File: src/vsbd_defs.vh
/*
 * Constants for the serial byte decoder of the 16-position display:
 * register offsets, field positions, reset values and timing counts.
 * Assumes a 40 MHz pclk and 32-bit APB data with byte addresses.
 */
`ifndef VSBD_DEFS_VH
`define VSBD_DEFS_VH

// register byte offsets
`define VSBD_OFS_CTRL      8'h00
`define VSBD_OFS_STAT      8'h04
`define VSBD_OFS_DISP      8'h08
`define VSBD_OFS_BUF       8'h40

// control register fields
`define VSBD_CTRL_HOLD     0

// status register fields
`define VSBD_STAT_PTR_LSB  0
`define VSBD_STAT_LVL_LSB  4
`define VSBD_STAT_OVF      16
`define VSBD_STAT_INIT     17

// display register fields
`define VSBD_DISP_DUTY_LSB 0
`define VSBD_DISP_CNT_LSB  8

// received byte layout
`define VSBD_CMD_BIT       7
`define VSBD_OP_PTR        4'hA
`define VSBD_OP_CNT        4'hC
`define VSBD_OP_DUTY       3'h7

// buffer entry layout: code, point flag, comma flag
`define VSBD_ENT_DP        6
`define VSBD_ENT_COMMA     7

// character codes that attach to the previous character
`define VSBD_CODE_DP       6'h2E
`define VSBD_CODE_COMMA    6'h2C

// values after reset or initialisation
`define VSBD_DUTY_RST      5'h00
`define VSBD_CNT_RST       5'h10
`define VSBD_PTR_RST       4'hF

// timing: least initialisation pulse the host must give
`define VSBD_CLK_NS        25
`define VSBD_TRST_NS       100000
`define VSBD_TRST_CYC      ((`VSBD_TRST_NS + `VSBD_CLK_NS - 1) / `VSBD_CLK_NS)

// fifo shape
`define VSBD_FIFO_W        8
`define VSBD_FIFO_D        32

`endif

File: src/vsbd_fifo.v
/*
 * Synchronous FIFO with valid/ready on both sides and a clear input.
 * Assumes one clock; depth is a power of two.
 */
`timescale 1ns/1ps
module vsbd_fifo #(
    parameter W  = 8,
    parameter D  = 32,
    parameter AW = 5
) (
    input  wire          clk,
    input  wire          rst_n,
    input  wire          clr,
    input  wire          in_valid,
    output wire          in_ready,
    input  wire [W-1:0]  in_data,
    output wire          out_valid,
    input  wire          out_ready,
    output wire [W-1:0]  out_data,
    output wire [AW:0]   level
);
    reg  [W-1:0]  mem [0:D-1];
    reg  [AW-1:0] wr_q;
    reg  [AW-1:0] rd_q;
    reg  [AW:0]   cnt_q;
    wire          push;
    wire          pop;

    // honest flags straight from the occupancy count
    assign in_ready  = (cnt_q != D[AW:0]);
    assign out_valid = (cnt_q != {(AW+1){1'b0}});
    assign push      = in_valid & in_ready;
    assign pop       = out_valid & out_ready;
    assign out_data  = mem[rd_q];
    assign level     = cnt_q;

    // storage has no reset; only pointers matter
    always @(posedge clk) begin
        if (push) begin
            mem[wr_q] <= in_data;
        end
    end

    // pointers and count
    always @(posedge clk or negedge rst_n) begin
        if (!rst_n) begin
            wr_q  <= {AW{1'b0}};
            rd_q  <= {AW{1'b0}};
            cnt_q <= {(AW+1){1'b0}};
        end else if (clr) begin
            wr_q  <= {AW{1'b0}};
            rd_q  <= {AW{1'b0}};
            cnt_q <= {(AW+1){1'b0}};
        end else begin
            if (push) begin
                wr_q <= wr_q + {{(AW-1){1'b0}}, 1'b1};
            end
            if (pop) begin
                rd_q <= rd_q + {{(AW-1){1'b0}}, 1'b1};
            end
            if (push && !pop) begin
                cnt_q <= cnt_q + {{AW{1'b0}}, 1'b1};
            end else if (pop && !push) begin
                cnt_q <= cnt_q - {{AW{1'b0}}, 1'b1};
            end
        end
    end
endmodule // vsbd_fifo

File: src/vsbd_top.v
/*
 * Serial byte decoder for a 16-position alphanumeric display.
 * Captures bytes from the shift clock and data pins, queues them in a
 * FIFO and decodes control and character bytes into pointer, digit
 * count, duty and a 16-entry display buffer, all readable over APB.
 * Assumes the pins are asynchronous to pclk and that the shift clock
 * half periods span several pclk cycles.
 */
// The APB slave port and the register offsets were decided locally.
// Notes on behaviour
// - eight bits, MSB first, on falling clock
// - first bit is the command flag
// - flag one means control byte
// - opcode 1010 loads buffer pointer
// - AF is position one, AE sixteen
// - opcode 1100 loads digit counter
// - opcode 111 loads five-bit duty
// - duty sets on-time in 1/32 steps
// - duty zero blanks the display
// - flag zero: six-bit character code
// - pointer advances before each character store
// - points and commas do not advance
// - init: duty 0, sixteen digits, position one
`timescale 1ns/1ps
`include "vsbd_defs.vh"
module vsbd_top (
    input  wire        pclk,
    input  wire        presetn,
    input  wire        psel,
    input  wire        penable,
    input  wire        pwrite,
    input  wire [7:0]  paddr,
    input  wire [31:0] pwdata,
    output wire [31:0] prdata,
    output wire        pready,
    output wire        pslverr,
    input  wire        sclk_pin,
    input  wire        sdata_pin,
    input  wire        init_n_pin,
    output wire [4:0]  lum_duty,
    output wire [4:0]  digit_count,
    output wire        display_blank
);
    localparam S_IDLE = 2'b01;
    localparam S_SHIFT = 2'b10;

    // pin synchronisers
    reg  [2:0]   sclk_s_q;
    reg  [1:0]   sdata_s_q;
    reg  [1:0]   init_s_q;
    wire         sclk_fall;
    wire         init_act;

    // link capture
    reg  [1:0]   lstate_q;
    reg  [2:0]   bitcnt_q;
    reg  [6:0]   shift_q;
    reg          push_q;
    reg  [7:0]   byte_q;

    // fifo
    wire         fifo_iready;
    wire         fifo_ovalid;
    wire         fifo_oready;
    wire [7:0]   fifo_odata;
    wire [5:0]   fifo_level;

    // decoder state
    reg  [3:0]   ptr_q;
    reg  [3:0]   ptr_d;
    reg  [4:0]   duty_q;
    reg  [4:0]   duty_d;
    reg  [4:0]   cnt_q;
    reg  [4:0]   cnt_d;
    reg          wr_en;
    reg          wr_attach;
    reg  [3:0]   wr_idx;
    reg  [7:0]   wr_ent;
    wire         take;
    wire [7:0]   rx;
    reg  [127:0] buf_q;

    // software registers
    reg          hold_q;
    reg          ovf_q;
    reg  [31:0]  rdata_q;
    reg          err_q;
    reg  [31:0]  rd_mux;
    reg          rd_err;
    wire         wr_acc;
    wire         setup;

    // two flops per pin; the third sclk flop only feeds edge detection
    always @(posedge pclk or negedge presetn) begin
        if (!presetn) begin
            sclk_s_q  <= 3'h7;
            sdata_s_q <= 2'h0;
            init_s_q  <= 2'h3;
        end else begin
            sclk_s_q  <= {sclk_s_q[1:0], sclk_pin};
            sdata_s_q <= {sdata_s_q[0], sdata_pin};
            init_s_q  <= {init_s_q[0], init_n_pin};
        end
    end

    assign sclk_fall = sclk_s_q[2] & ~sclk_s_q[1];
    assign init_act  = ~init_s_q[1];

    // shift in MSB first; the eighth falling edge completes the byte
    always @(posedge pclk or negedge presetn) begin
        if (!presetn) begin
            lstate_q <= S_IDLE;
            bitcnt_q <= 3'h0;
            shift_q  <= 7'h00;
            push_q   <= 1'b0;
            byte_q   <= 8'h00;
        end else if (init_act) begin
            lstate_q <= S_IDLE;
            bitcnt_q <= 3'h0;
            push_q   <= 1'b0;
        end else begin
            push_q <= 1'b0;
            case (lstate_q)
                S_IDLE: begin
                    if (sclk_fall) begin
                        // first bit is the command flag
                        shift_q  <= {6'h00, sdata_s_q[1]};
                        bitcnt_q <= 3'h1;
                        lstate_q <= S_SHIFT;
                    end
                end
                S_SHIFT: begin
                    if (sclk_fall) begin
                        if (bitcnt_q == 3'h7) begin
                            byte_q   <= {shift_q, sdata_s_q[1]};
                            push_q   <= 1'b1;
                            bitcnt_q <= 3'h0;
                            lstate_q <= S_IDLE;
                        end else begin
                            shift_q  <= {shift_q[5:0], sdata_s_q[1]};
                            bitcnt_q <= bitcnt_q + 3'h1;
                        end
                    end
                end
                default: begin
                    lstate_q <= S_IDLE;
                    bitcnt_q <= 3'h0;
                end
            endcase
        end
    end

    // the serial host cannot be stalled, so a full queue drops the byte
    vsbd_fifo #(
        .W  (`VSBD_FIFO_W),
        .D  (`VSBD_FIFO_D),
        .AW (5)
    ) u_fifo (
        .clk       (pclk),
        .rst_n     (presetn),
        .clr       (init_act),
        .in_valid  (push_q),
        .in_ready  (fifo_iready),
        .in_data   (byte_q),
        .out_valid (fifo_ovalid),
        .out_ready (fifo_oready),
        .out_data  (fifo_odata),
        .level     (fifo_level)
    );

    // software hold stalls decoding so the queue can fill
    assign fifo_oready = ~hold_q & ~init_act;
    assign take        = fifo_ovalid & fifo_oready;
    assign rx          = fifo_odata;

    // byte decode
    always @* begin
        ptr_d     = ptr_q;
        duty_d    = duty_q;
        cnt_d     = cnt_q;
        wr_en     = 1'b0;
        wr_attach = 1'b0;
        wr_idx    = ptr_q;
        wr_ent    = 8'h00;
        if (take) begin
            if (rx[`VSBD_CMD_BIT]) begin
                if (rx[7:4] == `VSBD_OP_PTR) begin
                    // raw nibble kept; next store lands one past it
                    ptr_d = rx[3:0];
                end else if (rx[7:4] == `VSBD_OP_CNT) begin
                    // zero nibble stands for all sixteen
                    cnt_d = {(rx[3:0] == 4'h0), rx[3:0]};
                end else if (rx[7:5] == `VSBD_OP_DUTY) begin
                    duty_d = rx[4:0];
                end
            end else if (rx[5:0] == `VSBD_CODE_DP ||
                         rx[5:0] == `VSBD_CODE_COMMA) begin
                // attach to the character stored last
                wr_en     = 1'b1;
                wr_attach = 1'b1;
                wr_idx    = ptr_q;
                wr_ent    = {rx[5:0] == `VSBD_CODE_COMMA,
                             rx[5:0] == `VSBD_CODE_DP, 6'h00};
            end else begin
                // bit 6 ignored; natural 4-bit wrap keeps index 0..15
                ptr_d  = ptr_q + 4'h1;
                wr_en  = 1'b1;
                wr_idx = ptr_d;
                wr_ent = {2'b00, rx[5:0]};
            end
        end
    end

    // decoder registers; init pin restores the power-on values
    always @(posedge pclk or negedge presetn) begin
        if (!presetn) begin
            ptr_q  <= `VSBD_PTR_RST;
            duty_q <= `VSBD_DUTY_RST;
            cnt_q  <= `VSBD_CNT_RST;
        end else if (init_act) begin
            ptr_q  <= `VSBD_PTR_RST;
            duty_q <= `VSBD_DUTY_RST;
            cnt_q  <= `VSBD_CNT_RST;
        end else begin
            ptr_q  <= ptr_d;
            duty_q <= duty_d;
            cnt_q  <= cnt_d;
        end
    end

    // one buffer entry per position
    genvar gi;
    generate
        for (gi = 0; gi < 16; gi = gi + 1) begin : g_ent
            always @(posedge pclk or negedge presetn) begin
                if (!presetn) begin
                    buf_q[gi*8 +: 8] <= 8'h00;
                end else if (wr_en && wr_idx == gi) begin
                    if (wr_attach) begin
                        buf_q[gi*8 +: 8] <= buf_q[gi*8 +: 8] | wr_ent;
                    end else begin
                        buf_q[gi*8 +: 8] <= wr_ent;
                    end
                end
            end
        end
    endgenerate

    // duty drives all digits at once in 1/32 steps
    assign lum_duty      = duty_q;
    assign digit_count   = cnt_q;
    assign display_blank = (duty_q == 5'h00);

    // apb: setup cycle latches read data, access completes at once
    assign setup   = psel & ~penable;
    assign wr_acc  = psel & penable & pwrite;
    assign pready  = psel & penable;
    assign prdata  = rdata_q;
    assign pslverr = err_q & psel & penable;

    // read mux and address decode
    always @* begin
        rd_mux = 32'h0000_0000;
        rd_err = 1'b0;
        if (paddr[7:6] == 2'b01 && paddr[1:0] == 2'b00) begin
            rd_mux[7:0] = buf_q[{paddr[5:2], 3'h0} +: 8];
        end else if (paddr == `VSBD_OFS_CTRL) begin
            rd_mux[`VSBD_CTRL_HOLD] = hold_q;
        end else if (paddr == `VSBD_OFS_STAT) begin
            rd_mux[`VSBD_STAT_PTR_LSB +: 4] = ptr_q;
            rd_mux[`VSBD_STAT_LVL_LSB +: 6] = fifo_level;
            rd_mux[`VSBD_STAT_OVF]          = ovf_q;
            rd_mux[`VSBD_STAT_INIT]         = init_act;
        end else if (paddr == `VSBD_OFS_DISP) begin
            rd_mux[`VSBD_DISP_DUTY_LSB +: 5] = duty_q;
            rd_mux[`VSBD_DISP_CNT_LSB +: 5]  = cnt_q;
        end else begin
            rd_err = 1'b1;
        end
    end

    // answer registers, taken in the setup cycle
    always @(posedge pclk or negedge presetn) begin
        if (!presetn) begin
            rdata_q <= 32'h0000_0000;
            err_q   <= 1'b0;
        end else if (setup) begin
            rdata_q <= pwrite ? 32'h0000_0000 : rd_mux;
            err_q   <= rd_err;
        end
    end

    // control and sticky overflow; a drop beats a clear
    always @(posedge pclk or negedge presetn) begin
        if (!presetn) begin
            hold_q <= 1'b0;
            ovf_q  <= 1'b0;
        end else begin
            if (wr_acc && paddr == `VSBD_OFS_CTRL) begin
                hold_q <= pwdata[`VSBD_CTRL_HOLD];
            end
            if (push_q && !fifo_iready) begin
                ovf_q <= 1'b1;
            end else if (wr_acc && paddr == `VSBD_OFS_STAT &&
                         pwdata[`VSBD_STAT_OVF]) begin
                ovf_q <= 1'b0;
            end
        end
    end
endmodule // vsbd_top

File: config.mk
export PLATFORM = sky130hd
export DESIGN_NAME = vsbd_top
export DESIGN_NICKNAME = d
export VERILOG_FILES = /design/src/vsbd_fifo.v /design/src/vsbd_top.v
export VERILOG_INCLUDE_DIRS = /design/src
export SDC_FILE = /design/constraint.sdc
export NUM_CORES = 1
export LEC_CHECK = 0
export ABC_AREA = 1
export BUFFER_PORTS_ARGS = -buffer_cell sky130_fd_sc_hd__buf_2
export CAP_MARGIN = 20
export CORE_MARGIN = 3
export CORE_UTILIZATION = 43
export DETAILED_ROUTE_END_ITERATION = 7
export HOLD_SLACK_MARGIN = 0.06
export SLEW_MARGIN = 20
export SYNTH_ARGS = -nofsm -noshare
export SYNTH_HDL_FRONTEND = slang
export SYNTH_HIERARCHICAL = 1
export SYNTH_SLANG_ARGS = --single-unit
File: constraint.sdc
create_clock -name pclk -period 3.6 [get_ports pclk]
set_input_delay 0.72 -clock pclk [delete_from_list [all_inputs] [get_ports pclk]]
set_output_delay 0.72 -clock pclk [all_outputs]
set_load 0.01 [all_outputs]
==> metrics.md <==
| Metric | Value |
|---|---|
| N_diodes | 0 |
| Mapped Area | 0.02158 mm^2 |
| DR pass1 iterations | 5 |
| Worst Path Arrival | 3890 ps |
| Critical Path Slowest Stage Cell | dfrtp_4 |
| Vias per Instance | 5.420 |
| Setup Skew | 17.06 ps |
| Largest net degree at the start of global routing | 72 |
| Final min period | 3421 ps |
| Pleak | 10.86 nW |
| Fill count | 4637 |
| Post-synthesis mux area share | 0.05218% |
| Max incr delay on CP | 560 ps |
| Drt drc | 0 |
| Crit share post-route | 95.02% |
| Total GRT Usage | 22.11% |
| Yosys Warn Count | 6 |
| Post-DRT Antenna Nets | 0 |
| Post-synthesis adder-cell area fraction | 0.9045% |
| Vias | 16820 |
| Num ports | 93 |
| Leading cell type in the layout, fill and taps excluded | nand2_1 |
| Final setup viols | 0 |
| Syn Inst Count | 2321 |
| CP Launch Type | register |
| Core area | 0.04925 mm^2 |
| CTS Buf Count | 49 |
| FF/Latch Area | 0.01282 mm^2 |
| Max-cap violations | 0 |
| TritonCTS clock tree | yes |
| Grt ovf | 0 |
| Yosys cell types | 47 |
| Yosys top cell by area | edfxtp_1 |
| Area fraction of the dominant cell type after synthesis | 35.62% |
| Hold WC Path Type | input pin to async pin |
| Core Rows | 81 |
| CTS root buf | clkbuf_16 |
| Max frequency | 0.2924 GHz |
| Most Frequent Cell on Critical Path | nand2_1 |
| Most frequent cells in the layout | 523 x nand2_1, 285 x nor2_1, 256 x edfxtp_1 |
| Main combinational cell family by area after synthesis | simple AND/OR/NAND/NOR gates |
| Share of layout cells above drive strength 1 | 13.07% |
| Port-buffer cells | 45 |
| Clock sinks | 460 |
| Later-pin clock latency in the skew report | 590 ps |
| Final core utilization | 50.05% |
| Syn_area_per_cell | 9.298 um^2 |
| Crit. End Element | register |
| Clock Path Buffers | 3 |
| Worst Max-Slew Pin Slew | 1050 ps |
| DP Wirelength | 38.72 mm |
| WP data required | 4070 ps |
| CP cell instances | buf_12, or2_2, nand3_1, o21ai_1, nand2_1, nand2_1, nor2_1, nand2_1, nand2_1, inv_1, inv_2, nor2_2, nand3_2, nand2_1, nand3_2, nand2_2, nor2_4, buf_12, nand3_2, buf_4, nand2_1, nand2_1 |
| Top cells by area, synth | edfxtp_1 36%, dfrtp_1 22%, nand2_1 9.2% |
| Slew headroom | 30.00% |
| Simple-Gate Fraction of Synth Area | 22.03% |
| Pre-CTS setup slack | 60.31 ps |
| Xor-xnor portion of the synthesized cell area | 0.2029% |
| Synth-to-Final Area Change | 14.22% |
| Seq/Total Area, Yosys | 59.34% |
| Final Hold Viols | 0 |
| Placed Area | 0.02278 mm^2 |
| Die Ht | 230.0 um |
| Final setup margin | 179.4 ps |
| Initial antenna violation count | 0 |
| Die area | 0.05291 mm^2 |
| Delay-heaviest family, CP | simple AND/OR/NAND/NOR gates |
| Worst Path Buf+Inv | 5 |
| Power per cell area | 667.2 mW/mm^2 |
| WL final | 59.40 mm |
| Multi-input logic area | 0.007478 mm^2 |
| Number of global-route vias before repair | 16190 |
| WHS | 141.4 ps |
| Layout net count | 2464 |
| Status | completed |
| Design Power | 16.45 mW |
| Peak VDD IR | 467.5 uV |
| WS Path Type | register to register |
| Cell area after layout | 0.02465 mm^2 |
| Clock transition at path regs | 60 ps |
| GP Congestion | 0.8836 |
| Yosys reg bits | 460 |
| Initial Util | 43.81% |
| Wire per inst | 19.14 um |
| Maximum fanout along the worst path | 32 |
| First-pass GRT wire length | 92.02 mm |
| Hold_buf cts | 0 |
| Die Wd | 230.0 um |
| DR iter-0 viols | 1775 |
| CTS H-Tree Depth | 2 |
| Synth Area in Compound Gates | 10.65% |
| Number of max-slew violations in the final report | 0 |
final timing paths:
kind                       depth (start not counted)      endpoint  slack (ps)           start
max                                               22    buf_q[116]         180  u_fifo/rd_q[0]
min                                                1    prdata[10]         140         presetn
max reg2reg                                       22    buf_q[116]         180  u_fifo/rd_q[0]
min reg2reg                                        0  sdata_s_q[1]         350    sdata_s_q[0]
max in group asynchronous                          2   lstate_q[0]        2640         presetn
min in group pclk                                  1   init_s_q[0]         250      init_n_pin
timing repair:
item / in CTS / in global routing
endpoints found under the hold margin: 0 / 0
setup endpoints to repair: 0 / 123
gates resized for setup: 0 / 41
setup buffers: 0 / 10
flip-flops by register name (all words and copies together), names as in the netlist:
signal	flops
u_fifo/rd_q	5
digit_count	5
byte_q	8
init_s_q	2
u_fifo/mem	256
shift_q	7
ovf_q	1
sdata_s_q	2
u_fifo/level	6
buf_q	128
hold_q	1
u_fifo/wr_q	5
push_q	1
err_q	1
ptr_q	4
sclk_s_q	3
prdata	15
lstate_q	2
bitcnt_q	3
lum_duty	5
final cells by class:
type	count	area share (%)
flip-flops and latches	460	52.00
clock inverters	20	0.7411
clock buffers	70	5.665
multi-input cells	1562	30.34
well taps	664	3.370
repair buffers	141	4.979
inverters	187	2.908
Yosys cell counts, drive strengths merged:
master and count:
a211oi 2, edfxtp 256, dfrtp 193, o22ai 8, o2111ai 8, a21o 1
nand4 73, nor4 2, dfstp 11, a31oi 2, nand3 152, xor2 2
a22oi 5, or2 18, a22o 5, nor3 11, and2 2, clkinv 11
nand2 538, mux2 1, ha 14, buf 85, nand3b 1, a21oi 98
o211ai 48, clkbuf 43, fa 1, nor2 308, inv 176, conb 1
xnor2 3, o21ai 242
through the flow:
step	setup TNS [ps]	std cells
6_report	0	3104
4_1_cts	0	3091
3_5_place_dp	0	3001
5_1_grt	-26.32	3104
3_3_place_gp	0	3001
2_1_floorplan	0	2337
cell families (layout without fill, tap and decap cells):
group | Yosys count | in the layout
flops | 460 | 460
compound gates | 419 | 419
xor+xnor | 5 | 5
simple gates | 1105 | 1105
other cells | 1 | 17
mux | 1 | 1
buf+inv | 315 | 418
fa+ha+maj | 15 | 15
where the power goes:
part | total [mW] | switching (mW) | internal, mW
clock | 4.98 | 2.07 | 2.91
combinational | 5.14 | 3.39 | 1.75
sequential | 6.32 | 0.339 | 5.98
layer usage:
metal	GRT usage (%)	wire, um	vias up
li1	-	-	7979
met1	31.62	26260	8140
met2	34.86	27400	599
met3	3.469	4229	106
met4	6.820	1515	0
met5	0	0	-
Power figures use the tool's default switching activity.
